**src/srxsb_defines.vh**
```
// Constants of the serial receive status and baud block: register
// offsets, field positions, reset values and divider figures.
// Assumes inclusion by its bare name from the core design file.
`ifndef SRXSB_DEFINES_VH
`define SRXSB_DEFINES_VH

// ****************************************************************
// Register offsets on the byte-wide register port
// ****************************************************************
`define SRXSB_OFS_STATUS_ONE    8'h16
`define SRXSB_OFS_STATUS_TWO    8'h17
`define SRXSB_OFS_DATA_BUFFER   8'h18
`define SRXSB_OFS_RATE_SELECT   8'h19
`define SRXSB_OFS_CONTROL_THREE 8'h1A

// ****************************************************************
// Field positions
// ****************************************************************
`define SRXSB_S1_RXFULL_BIT     5
`define SRXSB_S1_FRAMING_BIT    1
`define SRXSB_S1_PARITY_BIT     0
`define SRXSB_S2_BREAK_BIT      1
`define SRXSB_S2_ACTIVE_BIT     0
`define SRXSB_C3_NINTH_BIT      7
`define SRXSB_C3_FRAMING_IRQ_ENABLE_BIT       1
`define SRXSB_C3_PARITY_IRQ_ENABLE_BIT       0
`define SRXSB_RS_PRESCALE_HI    5
`define SRXSB_RS_PRESCALE_LO    4
`define SRXSB_RS_RATE_HI        2
`define SRXSB_RS_RATE_LO        0

// ****************************************************************
// Reset values
// ****************************************************************
`define SRXSB_RST_RATE_SELECT   8'h00
`define SRXSB_RST_IRQ_ENABLE    1'b0
`define SRXSB_RST_FLAG          1'b0

// ****************************************************************
// Divider figures: fixed front divide, prescaler codes, oversample
// ****************************************************************
`define SRXSB_FRONT_DIV         3'h4
`define SRXSB_PD_CODE0          4'h1
`define SRXSB_PD_CODE1          4'h3
`define SRXSB_PD_CODE2          4'h4
`define SRXSB_PD_CODE3          4'hD
`define SRXSB_OVERSAMPLE        5'h10

`endif

```
**src/srxsb_divider.v**
```verilog
// Programmable divider stage: counts enable pulses and emits one
// registered tick every div_i of them.
// Assumes div_i is at least one and stays stable between clears.
`timescale 1ns/1ps

module srxsb_divider #(
    parameter W = 8
) (
    // Clock and reset.
    input  wire         clk_i,
    input  wire         rst_n_i,
    // Control.
    input  wire         clr_i,
    input  wire         en_i,
    input  wire [W-1:0] div_i,
    // Output tick, one cycle long.
    output reg          tick_o
);

    localparam [W-1:0] ONE = 1;

    reg [W-1:0] count_q;

    // Restart on clear so a new setting never runs off a stale count.
    always @(posedge clk_i or negedge rst_n_i) begin
        if (!rst_n_i) begin
            count_q <= {W{1'b0}};
            tick_o  <= 1'b0;
        end else if (clr_i) begin
            count_q <= {W{1'b0}};
            tick_o  <= 1'b0;
        end else begin
            tick_o <= 1'b0;
            if (en_i) begin
                if (count_q + ONE == div_i) begin
                    count_q <= {W{1'b0}};
                    tick_o  <= 1'b1;
                end else begin
                    count_q <= count_q + ONE;
                end
            end
        end
    end

endmodule // srxsb_divider

```
**src/srxsb_data_buffer.v**
```verilog
// Shared receive and transmit data buffer with the received ninth bit.
// Assumes load strobes are one cycle long; reset does not touch it.
`timescale 1ns/1ps

module srxsb_data_buffer (
    // Clock.
    input  wire       clk_i,
    // Receive side.
    input  wire       rx_load_i,
    input  wire [7:0] rx_byte_i,
    input  wire       rx_ninth_i,
    // Transmit side.
    input  wire       tx_load_i,
    input  wire [7:0] tx_byte_i,
    // Stored contents.
    output reg  [7:0] received_byte_o,
    output reg        received_ninth_o,
    output reg  [7:0] transmit_byte_o
);

    // No reset on purpose: the buffer keeps its contents through reset.
    always @(posedge clk_i) begin
        if (rx_load_i) begin
            received_byte_o  <= rx_byte_i;
            received_ninth_o <= rx_ninth_i;
        end
        if (tx_load_i) begin
            transmit_byte_o <= tx_byte_i;
        end
    end

endmodule // srxsb_data_buffer

```
**src/srxsb_core.v**
```verilog
// Receive status flags, data buffer access and baud divider chain of
// an asynchronous serial interface.
// Assumes a neighbouring receive engine that reports character events
// as one-cycle pulses, and a register master with one-cycle strobes.
//
// Strobed register access is this design's own decision.
`timescale 1ns/1ps
`include "srxsb_defines.vh"

// Behaviour
// - Framing error flag sets when a stop bit samples low.
// - Error interrupt while framing flag and its enable are both set.
// - Framing flag clears on status one read then data buffer read.
// - Parity mismatch sets parity flag; with its enable, interrupts.
// - Parity flag clears on status one read then data buffer read.
// - Reset clears framing, parity and break flags.
// - Break sets break flag, framing error and receiver full.
// - Break in nine-bit mode clears the received ninth bit.
// - Break flag never requests an interrupt.
// - Break flag clears on status two read then data buffer read.
// - After clearing, break flag re-arms only once the line idles high.
// - Low sample in first sample slot sets reception active flag.
// - False start or idle character clears reception active flag.
// - Reception active flag is read-only and never interrupts.
// - Reset leaves data buffer contents unchanged.
// - One rate setting serves receiver and transmitter alike.
// - Prescaler field 00,01,10,11 divides by 1,3,4,13.
// - Rate field divides by two to the power of its value.
// - Reset clears prescaler and rate fields to divide by one.
// - Bit rate is clock over 64 times prescale times rate divisor.
// - Receiver full sets when a character lands in the buffer.
module srxsb_core (
    // Clock and reset.
    input  wire       clk_i,
    input  wire       rst_n_i,
    // Register port.
    input  wire [7:0] addr_i,
    input  wire [7:0] wdata_i,
    input  wire       wr_i,
    input  wire       rd_i,
    output reg  [7:0] rdata_o,
    // Receive engine events.
    input  wire       rx_done_i,
    input  wire [7:0] rx_byte_i,
    input  wire       rx_ninth_i,
    input  wire       rx_stop_bit_i,
    input  wire       rx_parity_err_i,
    input  wire       rx_break_i,
    input  wire       rx_line_i,
    input  wire       rx_start_low_i,
    input  wire       rx_false_start_i,
    input  wire       rx_idle_char_i,
    input  wire       nine_bit_mode_i,
    // Rate ticks for the receive and transmit engines.
    output wire       rx_tick_o,
    output wire       tx_tick_o,
    // Transmit hand-off.
    output reg        tx_load_o,
    output wire [7:0] tx_byte_o,
    // Status towards the rest of the interface.
    output reg        receiver_full_o,
    output wire       received_ninth_o,
    output reg        error_irq_o
);

    // ****************************************************************
    // Declarations
    // ****************************************************************
    reg        framing_error_flag_q;
    reg        parity_error_flag_q;
    reg        break_detected_flag_q;
    reg        reception_active_flag_q;
    reg        framing_irq_enable_q;
    reg        parity_irq_enable_q;
    reg  [7:0] serial_rate_select_q;
    reg        fe_armed_q;
    reg        pe_armed_q;
    reg        rf_armed_q;
    reg        bk_armed_q;
    reg        break_block_q;
    reg  [7:0] rdata_d;
    reg  [3:0] prescale_divisor;
    reg  [7:0] rate_divisor;
    reg  [7:0] rx_load_byte;
    reg        rx_load_ninth;

    wire [7:0] received_byte;
    wire       sel_status_one;
    wire       sel_status_two;
    wire       sel_data;
    wire       sel_rate;
    wire       sel_control;
    wire       rd_status_one;
    wire       rd_status_two;
    wire       rd_data;
    wire       wr_rate;
    wire       wr_control;
    wire       wr_data;
    wire       break_take;
    wire       rx_load;
    wire       fe_set;
    wire       pe_set;
    wire       rf_set;
    wire       front_tick;
    wire       prescale_tick;
    wire [1:0] prescaler_field;
    wire [2:0] rate_select_field;

    // ****************************************************************
    // Address decode
    // ****************************************************************

    // Unmapped addresses are ignored on write and read back as zero.
    assign sel_status_one = (addr_i == `SRXSB_OFS_STATUS_ONE);
    assign sel_status_two = (addr_i == `SRXSB_OFS_STATUS_TWO);
    assign sel_data       = (addr_i == `SRXSB_OFS_DATA_BUFFER);
    assign sel_rate       = (addr_i == `SRXSB_OFS_RATE_SELECT);
    assign sel_control    = (addr_i == `SRXSB_OFS_CONTROL_THREE);
    assign rd_status_one  = rd_i & sel_status_one;
    assign rd_status_two  = rd_i & sel_status_two;
    assign rd_data        = rd_i & sel_data;
    assign wr_rate        = wr_i & sel_rate;
    assign wr_control     = wr_i & sel_control;
    assign wr_data        = wr_i & sel_data;

    // ****************************************************************
    // Receive events
    // ****************************************************************

    // A break is only reported once per idle-high gap on the line.
    assign break_take = rx_break_i & ~break_block_q;
    assign rx_load    = rx_done_i | rx_break_i;
    assign fe_set     = (rx_done_i & ~rx_stop_bit_i)
                      | rx_break_i;
    assign pe_set     = rx_done_i & rx_parity_err_i;
    assign rf_set     = rx_load;

    // A break character lands as all zeros with its ninth bit cleared.
    always @* begin
        rx_load_byte  = rx_byte_i;
        rx_load_ninth = nine_bit_mode_i ? rx_ninth_i : rx_byte_i[7];
        if (rx_break_i) begin
            rx_load_byte  = 8'h00;
            rx_load_ninth = 1'b0;
        end
    end

    // ****************************************************************
    // Status flags and their two-step clear sequences
    // ****************************************************************

    // A status read arms the clear only for flags seen set at that
    // read; the later data read then clears them. Any set arriving in
    // the clearing cycle wins so no event is lost.
    always @(posedge clk_i or negedge rst_n_i) begin
        if (!rst_n_i) begin
            framing_error_flag_q  <= `SRXSB_RST_FLAG;
            parity_error_flag_q   <= `SRXSB_RST_FLAG;
            break_detected_flag_q <= `SRXSB_RST_FLAG;
            receiver_full_o       <= `SRXSB_RST_FLAG;
            fe_armed_q            <= 1'b0;
            pe_armed_q            <= 1'b0;
            rf_armed_q            <= 1'b0;
            bk_armed_q            <= 1'b0;
        end else begin
            if (rd_status_one) begin
                fe_armed_q <= framing_error_flag_q;
                pe_armed_q <= parity_error_flag_q;
                rf_armed_q <= receiver_full_o;
            end else if (rd_data) begin
                fe_armed_q <= 1'b0;
                pe_armed_q <= 1'b0;
                rf_armed_q <= 1'b0;
            end
            if (rd_status_two) begin
                bk_armed_q <= break_detected_flag_q;
            end else if (rd_data) begin
                bk_armed_q <= 1'b0;
            end
            if (fe_set) begin
                framing_error_flag_q <= 1'b1;
            end else if (rd_data & fe_armed_q) begin
                framing_error_flag_q <= 1'b0;
            end
            if (pe_set) begin
                parity_error_flag_q <= 1'b1;
            end else if (rd_data & pe_armed_q) begin
                parity_error_flag_q <= 1'b0;
            end
            if (rf_set) begin
                receiver_full_o <= 1'b1;
            end else if (rd_data & rf_armed_q) begin
                receiver_full_o <= 1'b0;
            end
            if (break_take) begin
                break_detected_flag_q <= 1'b1;
            end else if (rd_data & bk_armed_q) begin
                break_detected_flag_q <= 1'b0;
            end
        end
    end

    // Block further break reports until the line has returned high.
    always @(posedge clk_i or negedge rst_n_i) begin
        if (!rst_n_i) begin
            break_block_q <= 1'b0;
        end else if (rx_break_i) begin
            break_block_q <= 1'b1;
        end else if (rx_line_i) begin
            break_block_q <= 1'b0;
        end
    end

    // Reception activity has no software write path and no interrupt.
    always @(posedge clk_i or negedge rst_n_i) begin
        if (!rst_n_i) begin
            reception_active_flag_q <= `SRXSB_RST_FLAG;
        end else if (rx_start_low_i) begin
            reception_active_flag_q <= 1'b1;
        end else if (rx_false_start_i | rx_idle_char_i) begin
            reception_active_flag_q <= 1'b0;
        end
    end

    // ****************************************************************
    // Interrupt enables and error request
    // ****************************************************************

    // Only framing and parity errors feed the request; break and
    // reception activity are left out deliberately.
    always @(posedge clk_i or negedge rst_n_i) begin
        if (!rst_n_i) begin
            framing_irq_enable_q <= `SRXSB_RST_IRQ_ENABLE;
            parity_irq_enable_q  <= `SRXSB_RST_IRQ_ENABLE;
            error_irq_o          <= 1'b0;
        end else begin
            if (wr_control) begin
                framing_irq_enable_q <= wdata_i[`SRXSB_C3_FRAMING_IRQ_ENABLE_BIT];
                parity_irq_enable_q  <= wdata_i[`SRXSB_C3_PARITY_IRQ_ENABLE_BIT];
            end
            error_irq_o <= (framing_error_flag_q & framing_irq_enable_q)
                         | (parity_error_flag_q & parity_irq_enable_q);
        end
    end

    // ****************************************************************
    // Data buffer and transmit hand-off
    // ****************************************************************

    // One byte location: reads see received data, writes feed transmit.
    srxsb_data_buffer u_buffer (
        .clk_i            (clk_i),
        .rx_load_i        (rx_load),
        .rx_byte_i        (rx_load_byte),
        .rx_ninth_i       (rx_load_ninth),
        .tx_load_i        (wr_data),
        .tx_byte_i        (wdata_i),
        .received_byte_o  (received_byte),
        .received_ninth_o (received_ninth_o),
        .transmit_byte_o  (tx_byte_o)
    );

    // The load pulse lines up with the new byte at the buffer output.
    always @(posedge clk_i or negedge rst_n_i) begin
        if (!rst_n_i) begin
            tx_load_o <= 1'b0;
        end else begin
            tx_load_o <= wr_data;
        end
    end

    // ****************************************************************
    // Rate select register and divider chain
    // ****************************************************************

    always @(posedge clk_i or negedge rst_n_i) begin
        if (!rst_n_i) begin
            serial_rate_select_q <= `SRXSB_RST_RATE_SELECT;
        end else if (wr_rate) begin
            serial_rate_select_q <= wdata_i;
        end
    end

    assign prescaler_field   =
        serial_rate_select_q[`SRXSB_RS_PRESCALE_HI:`SRXSB_RS_PRESCALE_LO];
    assign rate_select_field =
        serial_rate_select_q[`SRXSB_RS_RATE_HI:`SRXSB_RS_RATE_LO];

    // Decode both fields into plain divisors.
    always @* begin
        case (prescaler_field)
            2'b00:   prescale_divisor = `SRXSB_PD_CODE0;
            2'b01:   prescale_divisor = `SRXSB_PD_CODE1;
            2'b10:   prescale_divisor = `SRXSB_PD_CODE2;
            2'b11:   prescale_divisor = `SRXSB_PD_CODE3;
            default: prescale_divisor = `SRXSB_PD_CODE0;
        endcase
        rate_divisor = 8'h01 << rate_select_field;
    end

    // Clock over 4, PD, BD gives the 16x sampling tick, and a further
    // 16 gives the bit tick: clock over 64*PD*BD overall. A rate write
    // restarts the chain, trading one partial period for a clean start.
    srxsb_divider #(.W(3)) u_front (
        .clk_i   (clk_i),
        .rst_n_i (rst_n_i),
        .clr_i   (wr_rate),
        .en_i    (1'b1),
        .div_i   (`SRXSB_FRONT_DIV),
        .tick_o  (front_tick)
    );

    srxsb_divider #(.W(4)) u_prescale (
        .clk_i   (clk_i),
        .rst_n_i (rst_n_i),
        .clr_i   (wr_rate),
        .en_i    (front_tick),
        .div_i   (prescale_divisor),
        .tick_o  (prescale_tick)
    );

    srxsb_divider #(.W(8)) u_rate (
        .clk_i   (clk_i),
        .rst_n_i (rst_n_i),
        .clr_i   (wr_rate),
        .en_i    (prescale_tick),
        .div_i   (rate_divisor),
        .tick_o  (rx_tick_o)
    );

    // The transmitter shares the same chain, so both ends agree.
    srxsb_divider #(.W(5)) u_bit (
        .clk_i   (clk_i),
        .rst_n_i (rst_n_i),
        .clr_i   (wr_rate),
        .en_i    (rx_tick_o),
        .div_i   (`SRXSB_OVERSAMPLE),
        .tick_o  (tx_tick_o)
    );

    // ****************************************************************
    // Read data
    // ****************************************************************

    // Read data stand only in the cycle after the strobe.
    always @* begin
        rdata_d = 8'h00;
        if (rd_i) begin
            if (sel_status_one) begin
                rdata_d[`SRXSB_S1_RXFULL_BIT]  = receiver_full_o;
                rdata_d[`SRXSB_S1_FRAMING_BIT] = framing_error_flag_q;
                rdata_d[`SRXSB_S1_PARITY_BIT]  = parity_error_flag_q;
            end else if (sel_status_two) begin
                rdata_d[`SRXSB_S2_BREAK_BIT]  = break_detected_flag_q;
                rdata_d[`SRXSB_S2_ACTIVE_BIT] = reception_active_flag_q;
            end else if (sel_data) begin
                rdata_d = received_byte;
            end else if (sel_rate) begin
                rdata_d = serial_rate_select_q;
            end else if (sel_control) begin
                rdata_d[`SRXSB_C3_NINTH_BIT] = received_ninth_o;
                rdata_d[`SRXSB_C3_FRAMING_IRQ_ENABLE_BIT]  = framing_irq_enable_q;
                rdata_d[`SRXSB_C3_PARITY_IRQ_ENABLE_BIT]  = parity_irq_enable_q;
            end
        end
    end

    always @(posedge clk_i or negedge rst_n_i) begin
        if (!rst_n_i) begin
            rdata_o <= 8'h00;
        end else begin
            rdata_o <= rdata_d;
        end
    end

endmodule // srxsb_core

```
**config.mk**
```make
export PLATFORM = sky130hd
export DESIGN_NAME = srxsb_core
export DESIGN_NICKNAME = d
export VERILOG_FILES = /design/src/srxsb_divider.v /design/src/srxsb_data_buffer.v /design/src/srxsb_core.v
export VERILOG_INCLUDE_DIRS = /design/src
export SDC_FILE = /design/constraint.sdc
export NUM_CORES = 1
export LEC_CHECK = 0
export ABC_AREA = 1
export BUFFER_PORTS_ARGS = -buffer_cell sky130_fd_sc_hd__buf_2
export CORE_MARGIN = 5
export CORE_UTILIZATION = 60
export DETAILED_ROUTE_END_ITERATION = 10
export GPL_TIMING_DRIVEN = 1
export HOLD_SLACK_MARGIN = 0.06
export PLACE_DENSITY_LB_ADDON = 0.05
export SYNTH_ARGS = -nofsm -noshare
export SYNTH_HDL_FRONTEND = slang
export SYNTH_SLANG_ARGS = --single-unit
```
**constraint.sdc**
```tcl
create_clock -name clk_i -period 2.8 [get_ports clk_i]
set_clock_uncertainty 0.1 [all_clocks]
set_input_delay 0.56 -clock clk_i [delete_from_list [all_inputs] [get_ports clk_i]]
set_output_delay 0.56 -clock clk_i [all_outputs]
set_load 0.02 [all_outputs]
```
=== After elaboration in Yosys (flattened, before gate mapping) ===
Cells that the tools add are included.

* $add $sub $neg: 4
* Mux-type cells: 54
* Bitwise logic cells: 21
* Reduce and logical (&&, ||, !) cells: 12
* Equality and inequality tests: 12
* Shifts and indexed selects: 1

{| class="wikitable"
|+ Operators by type and width
! operator !! number
|-
| 8-bit by 5-bit equality test with 1-bit output (second input constant) || 5
|-
| 8-bit two-way mux || 5
|-
| 1-bit two-way mux || 32
|-
| 2-bit nonzero test || 11
|-
| 5-bit two-way mux || 4
|-
| 4-bit case mux with 4 select lines || 1
|-
| 1-bit AND || 15
|-
| 4-bit two-way mux || 3
|-
| 2-bit two-way mux || 5
|-
| 3-bit two-way mux || 3
|-
| 8-bit by 1-bit adder with 8-bit output (second input constant) || 1
|-
| 8-bit equality test || 1
|-
| 1-bit by 3-bit << shifter with 8-bit output (first input constant) || 1
|-
| 6-bit two-way mux || 1
|-
| 5-bit by 1-bit adder with 5-bit output (second input constant) || 1
|-
| 5-bit equality test (second input constant) || 1
|-
| 4-bit by 1-bit adder with 4-bit output (second input constant) || 1
|-
| 2-bit equality test (second input constant) || 2
|-
| 4-bit equality test || 1
|-
| 1-bit bitwise OR || 4
|-
| 3-bit by 1-bit adder with 3-bit output (second input constant) || 1
|-
| 3-bit equality test (second input constant) || 1
|-
| 2-bit by 1-bit equality test with 1-bit output (second input constant) || 1
|-
| 2-bit zero test || 1
|-
| 1-bit NOT || 2
|}

* Bits of input ports: 38
* Output and inout bits: 22
* Bits in registers: 71

=== Logic depth before layout (Yosys ltp) ===
* Depth after elaboration: 7
* Gate-level depth with buffers: 12

=== Modules after synthesis ===
Synthesis repeated with hierarchy kept, for this count alone.

* Cells, all modules: 520
* Area total of the unflattened synthesis: 4,042.6 um^2

{| class="wikitable"
|+ Modules (own cells, without submodules)
! module !! area each (um^2) !! seq. area each (um^2) !! instances !! cells each
|-
| srxsb_core || 1,674.1 || 750.7 || 1 || 217
|-
| srxsb_divider at u_rate || 820.8 || 225.2 || 1 || 120
|-
| srxsb_data_buffer || 510.5 || 510.5 || 1 || 17
|-
| srxsb_divider at u_bit || 426.7 || 150.1 || 1 || 66
|-
| srxsb_divider at u_prescale || 349.1 || 125.1 || 1 || 57
|-
| srxsb_divider at u_front || 261.5 || 100.1 || 1 || 43
|}

=== Least setup slack after synthesis ===
OpenSTA, ideal clock, no wires.

* Path kind: input to register
* Start: input addr_i[3]
* End: register u_buffer.transmit_byte_o[0], enable pin
* Path buffers: 0
* Path slack: 849 ps
* Stages on the path: 5
* Data arrival time: 1,477 ps
* Library setup time: 373 ps
* Cells stage by stage: inv_1 > or2_4 > nor2_2 > nand3_2 > nor2_1

* Longest elaborated chain between the ends: 2

{| class="wikitable"
|+ RTL lines
! what !! line !! RTL
|-
| start, declared || srxsb_core.v:37 || <nowiki>input wire [7:0] addr_i,</nowiki>
|-
| 8-bit by 5-bit equality test with 1-bit output (no line) || - ||
|-
| 1-bit AND || srxsb_core.v:124 || <nowiki>assign wr_data = wr_i & sel_data;</nowiki>
|-
| net u_buffer.tx_load_i || srxsb_data_buffer.v:13 || <nowiki>input wire tx_load_i,</nowiki>
|-
| end signal, assigned || srxsb_data_buffer.v:28 || <nowiki>transmit_byte_o <= tx_byte_i;</nowiki>
|-
| end, declared || srxsb_data_buffer.v:18 || <nowiki>output reg [7:0] transmit_byte_o</nowiki>
|}

The timed path passes the listed nets, and every way through them passes these cells.
A chain may end at the register's enable or synchronous reset.

=== Final worst setup path ===
* Start: register u_rate.count_q[0]
* End: register u_rate.count_q[2]

* Longest elaborated chain between the ends: 5

{| class="wikitable"
|+ RTL lines
! what !! line !! RTL
|-
| start, declared || srxsb_divider.v:22 || <nowiki>reg [W-1:0] count_q;</nowiki>
|-
| start signal, assigned || srxsb_divider.v:27 || <nowiki>count_q <= {W{1'b0}};</nowiki>
|-
| start signal, assigned || srxsb_divider.v:30 || <nowiki>count_q <= {W{1'b0}};</nowiki>
|-
| start signal, assigned || srxsb_divider.v:36 || <nowiki>count_q <= {W{1'b0}};</nowiki>
|-
| 8-bit by 1-bit adder with 8-bit output (*) || srxsb_divider.v:35, srxsb_divider.v:39 ||
|-
| 8-bit equality test || srxsb_divider.v:35 || <nowiki>if (count_q + ONE == div_i) begin</nowiki>
|-
| 8-bit two-way mux (*) || srxsb_divider.v:35 ||
|-
| 8-bit two-way mux (*) || srxsb_divider.v:34 || <nowiki>if (en_i) begin</nowiki>
|-
| 8-bit two-way mux (*) || srxsb_divider.v:29 || <nowiki>end else if (clr_i) begin</nowiki>
|}

Mark *: on every way between the ends. The rest lies on a longest branch, timed or not. The select of a mux whose other input is x is not followed.

==> reports/summary.txt <==
DR pass1 iterations - 5
Hold WC Path Type - in2async
gpl congestion - 0.898
Netlist Area Pre-Place - 3540 um2
Synth Instances - 419
total of max-cap violations - 0
Pwr Density - 583 nW/um2
Fmax achieved - 0.504 GHz
most common flop cell mapped by yosys - dfrtp_1
fin crit period - 1.98 ns
clock slew seen by the registers of the worst setup and hold paths - 0.07 ns
CTS Sinks - 71
slowest stage delay, CP - 0.50 ns
maximum vdd drop - 0.507 mV
relative slew slack - 59.1%
EDFF count, synth - 17
largest net degree at the start of global routing - 29
crit path cell chain - ha_1 > nand3_2 > nor2_1 > nand2_1 > nand3_1 > nand2_1 > nor2_2 > nand3_4 > nand2_1 > nand2_1
register area share after synthesis - 52.6%
# port buffers - 59
TritonCTS Buffers - 9
layout cells sized above 1 - 21.6%
num rows - 28
Yosys top cell area share - 38.2%
core box area - 5820 um2
post-cts sizing count - 0
sum of negative setup slack - 0 ns
initial core utilization - 60.8%
Placed Cells - 549
Crit Path Category - reg2reg
actual slew at the worst max-slew pin - 0.614 ns
count leader, synth - nand2_1
count of yosys warnings during synthesis - 0
Antenna Nets Post-Route - 0
n_diodes - 0
routed len/inst - 13.5 um
antenna violations before repair - 0
total global-route track usage - 22.0%
final net count - 529
chip width - 86.8 um
die area - 7530 um2
Crit path max-delay family - simple AND/OR/NAND/NOR gates
status - complete, no violations
hold bufs inserted after CTS - 0
vias in the first global route - 2740
leakage power - 2.09 nW
Util after Layout - 70.3%
top-level I/O count - 60
CTS root buffer - clkbuf_8
CTS tree - yes
startpoint types - flop
Slew Viols, Final - 0
DRC - 0
Crit. End Element - flop
most instantiated cells after synthesis - nand2_1 (121), dfrtp_1 (54), inv_1 (49)
CP required - 2.94 ns
Critical-path top delay cell - dfrtp_1
worst skew pair latency - 0.34 ns
R2R Path Start - u_rate.count_q[0]
synthesis-to-finish area growth - 15.6%
R2R cell count - 10
RSZ-0062 raised after global routing - no
GRT overflow - 0
number of synthesized register bits - 71
DR vias - 2889
Finished Cell Area - 4090 um2
Crit. path cell count - 10
final wirelength - 7.60 mm
Finished Layout Cells - 565
Post-DP Area - 3910 um2
Synthesized Nets - 463
chip height - 86.8 um
Initial DRC Count - 153
period utilization - 70.9%
worst path bufs/invs - 0
Synth async-reset ratio - 76.1%
synth unique cells - 32
H-tree levels - 3
first-pass GRT wire length - 12.7 mm
Max FO, Critical Path - 9
final setup fails - 0
area leader, netlist - dfrtp_1
worst setup path start - u_rate.count_q[0]
vias per cell - 5.11
WP data arrival - 2.12 ns
top post-synthesis cells by area - dfrtp_1 (38%), edfxtp_1 (14%), nand2_1 (13%), inv_1 (5.2%), nand3_1 (5.0%)
Final Hold Fails - 0
Syn Area/Cell - 8.44 um2
worst-case clock buffer depth - 2
most frequent CP cell - nand2_1
HPWL after DPL - 5.72 mm
post-CTS setup buffer count - 0
[layout make-up]
class | count | area, um2
Sequential cell | 71 | 1860
Fill cell | 483 | 1730
Timing Repair Buffer | 62 | 318
Clock inverter | 4 | 46.3
Inverter | 62 | 233
Clock buffer | 12 | 135
Multi-Input combinational cell | 279 | 1400
Tap cell | 75 | 93.8
[per-stage QoR]
step	setup slack (ns)	hold slack, ns	total power, mW
final	0.816	0.124	2.38
after global routing	0.624	0.163	2.51
after CTS	0.825	0.142	2.40
after detailed placement	0.651	0.334	1.62
after global placement	0.698	0.330	1.61
after floorplan	0.849	0.164	1.50
[power breakdown]
part	leakage [nW]	internal, mW	switching (mW)	total [mW]
combinational	1.14	0.156	0.239	0.395
sequential	0.866	1.14	0.0763	1.22
clock	0.0880	0.408	0.363	0.771
[kinds of logic (layout without fill, tap and decap cells)]
logic type / count (synthesis) / in the layout / share of synthesized area [%]
AO/OA/AOI/OAI: 44 / 44 / 6.65
AND/OR/NAND/NOR: 219 / 219 / 28.4
adder cells (fa/ha/maj): 6 / 6 / 2.12
buffers and inverters: 69 / 140 / 7.71
flip-flops: 71 / 71 / 52.6
XOR/XNOR: 10 / 10 / 2.48
[sequential cells by signal, indices dropped and copies added (netlist names), 3 cells and up]
signal / flops
u_buffer.received_byte_o: 8
u_rate.count_q: 8
rdata_o: 8
u_front.count_q: 3
u_prescale.count_q: 4
u_buffer.transmit_byte_o: 8
u_bit.count_q: 5
serial_rate_select_q: 8
[routing by layer]
layer	GRT usage (%)	part of all wire, %
met5	0	0
met4	8.78	1.7
met3	5.04	6.5
met2	33.8	46
met1	30.3	46
[layout by cell type (no fill, tap or decap), drive strengths merged]
| cell | count |
|---|---|
| a21o | 1 |
| a21oi | 13 |
| a22o | 2 |
| buf | 62 |
| bufinv | 1 |
| clkbuf | 12 |
| clkinv | 2 |
| clkinvlp | 1 |
| dfrtp | 54 |
| edfxtp | 17 |
| ha | 6 |
| inv | 62 |
| nand2 | 126 |
| nand3 | 39 |
| nand3b | 4 |
| nand4 | 3 |
| nor2 | 37 |
| nor3 | 6 |
| o211ai | 1 |
| o21ai | 26 |
| o31ai | 1 |
| or2 | 4 |
| xnor2 | 4 |
| xor2 | 6 |
[worst paths after layout]
path | end | slack [ns]
max | u_rate.count_q[2] | 0.82
max in group asynchronous | bk_armed_q | 1.81
min reg2reg | break_detected_flag_q | 0.34
max reg2reg | u_rate.count_q[2] | 0.82
min | u_bit.count_q[3] | 0.12
min in group clk_i | reception_active_flag_q | 0.30
Power figures use the tool's default switching activity.
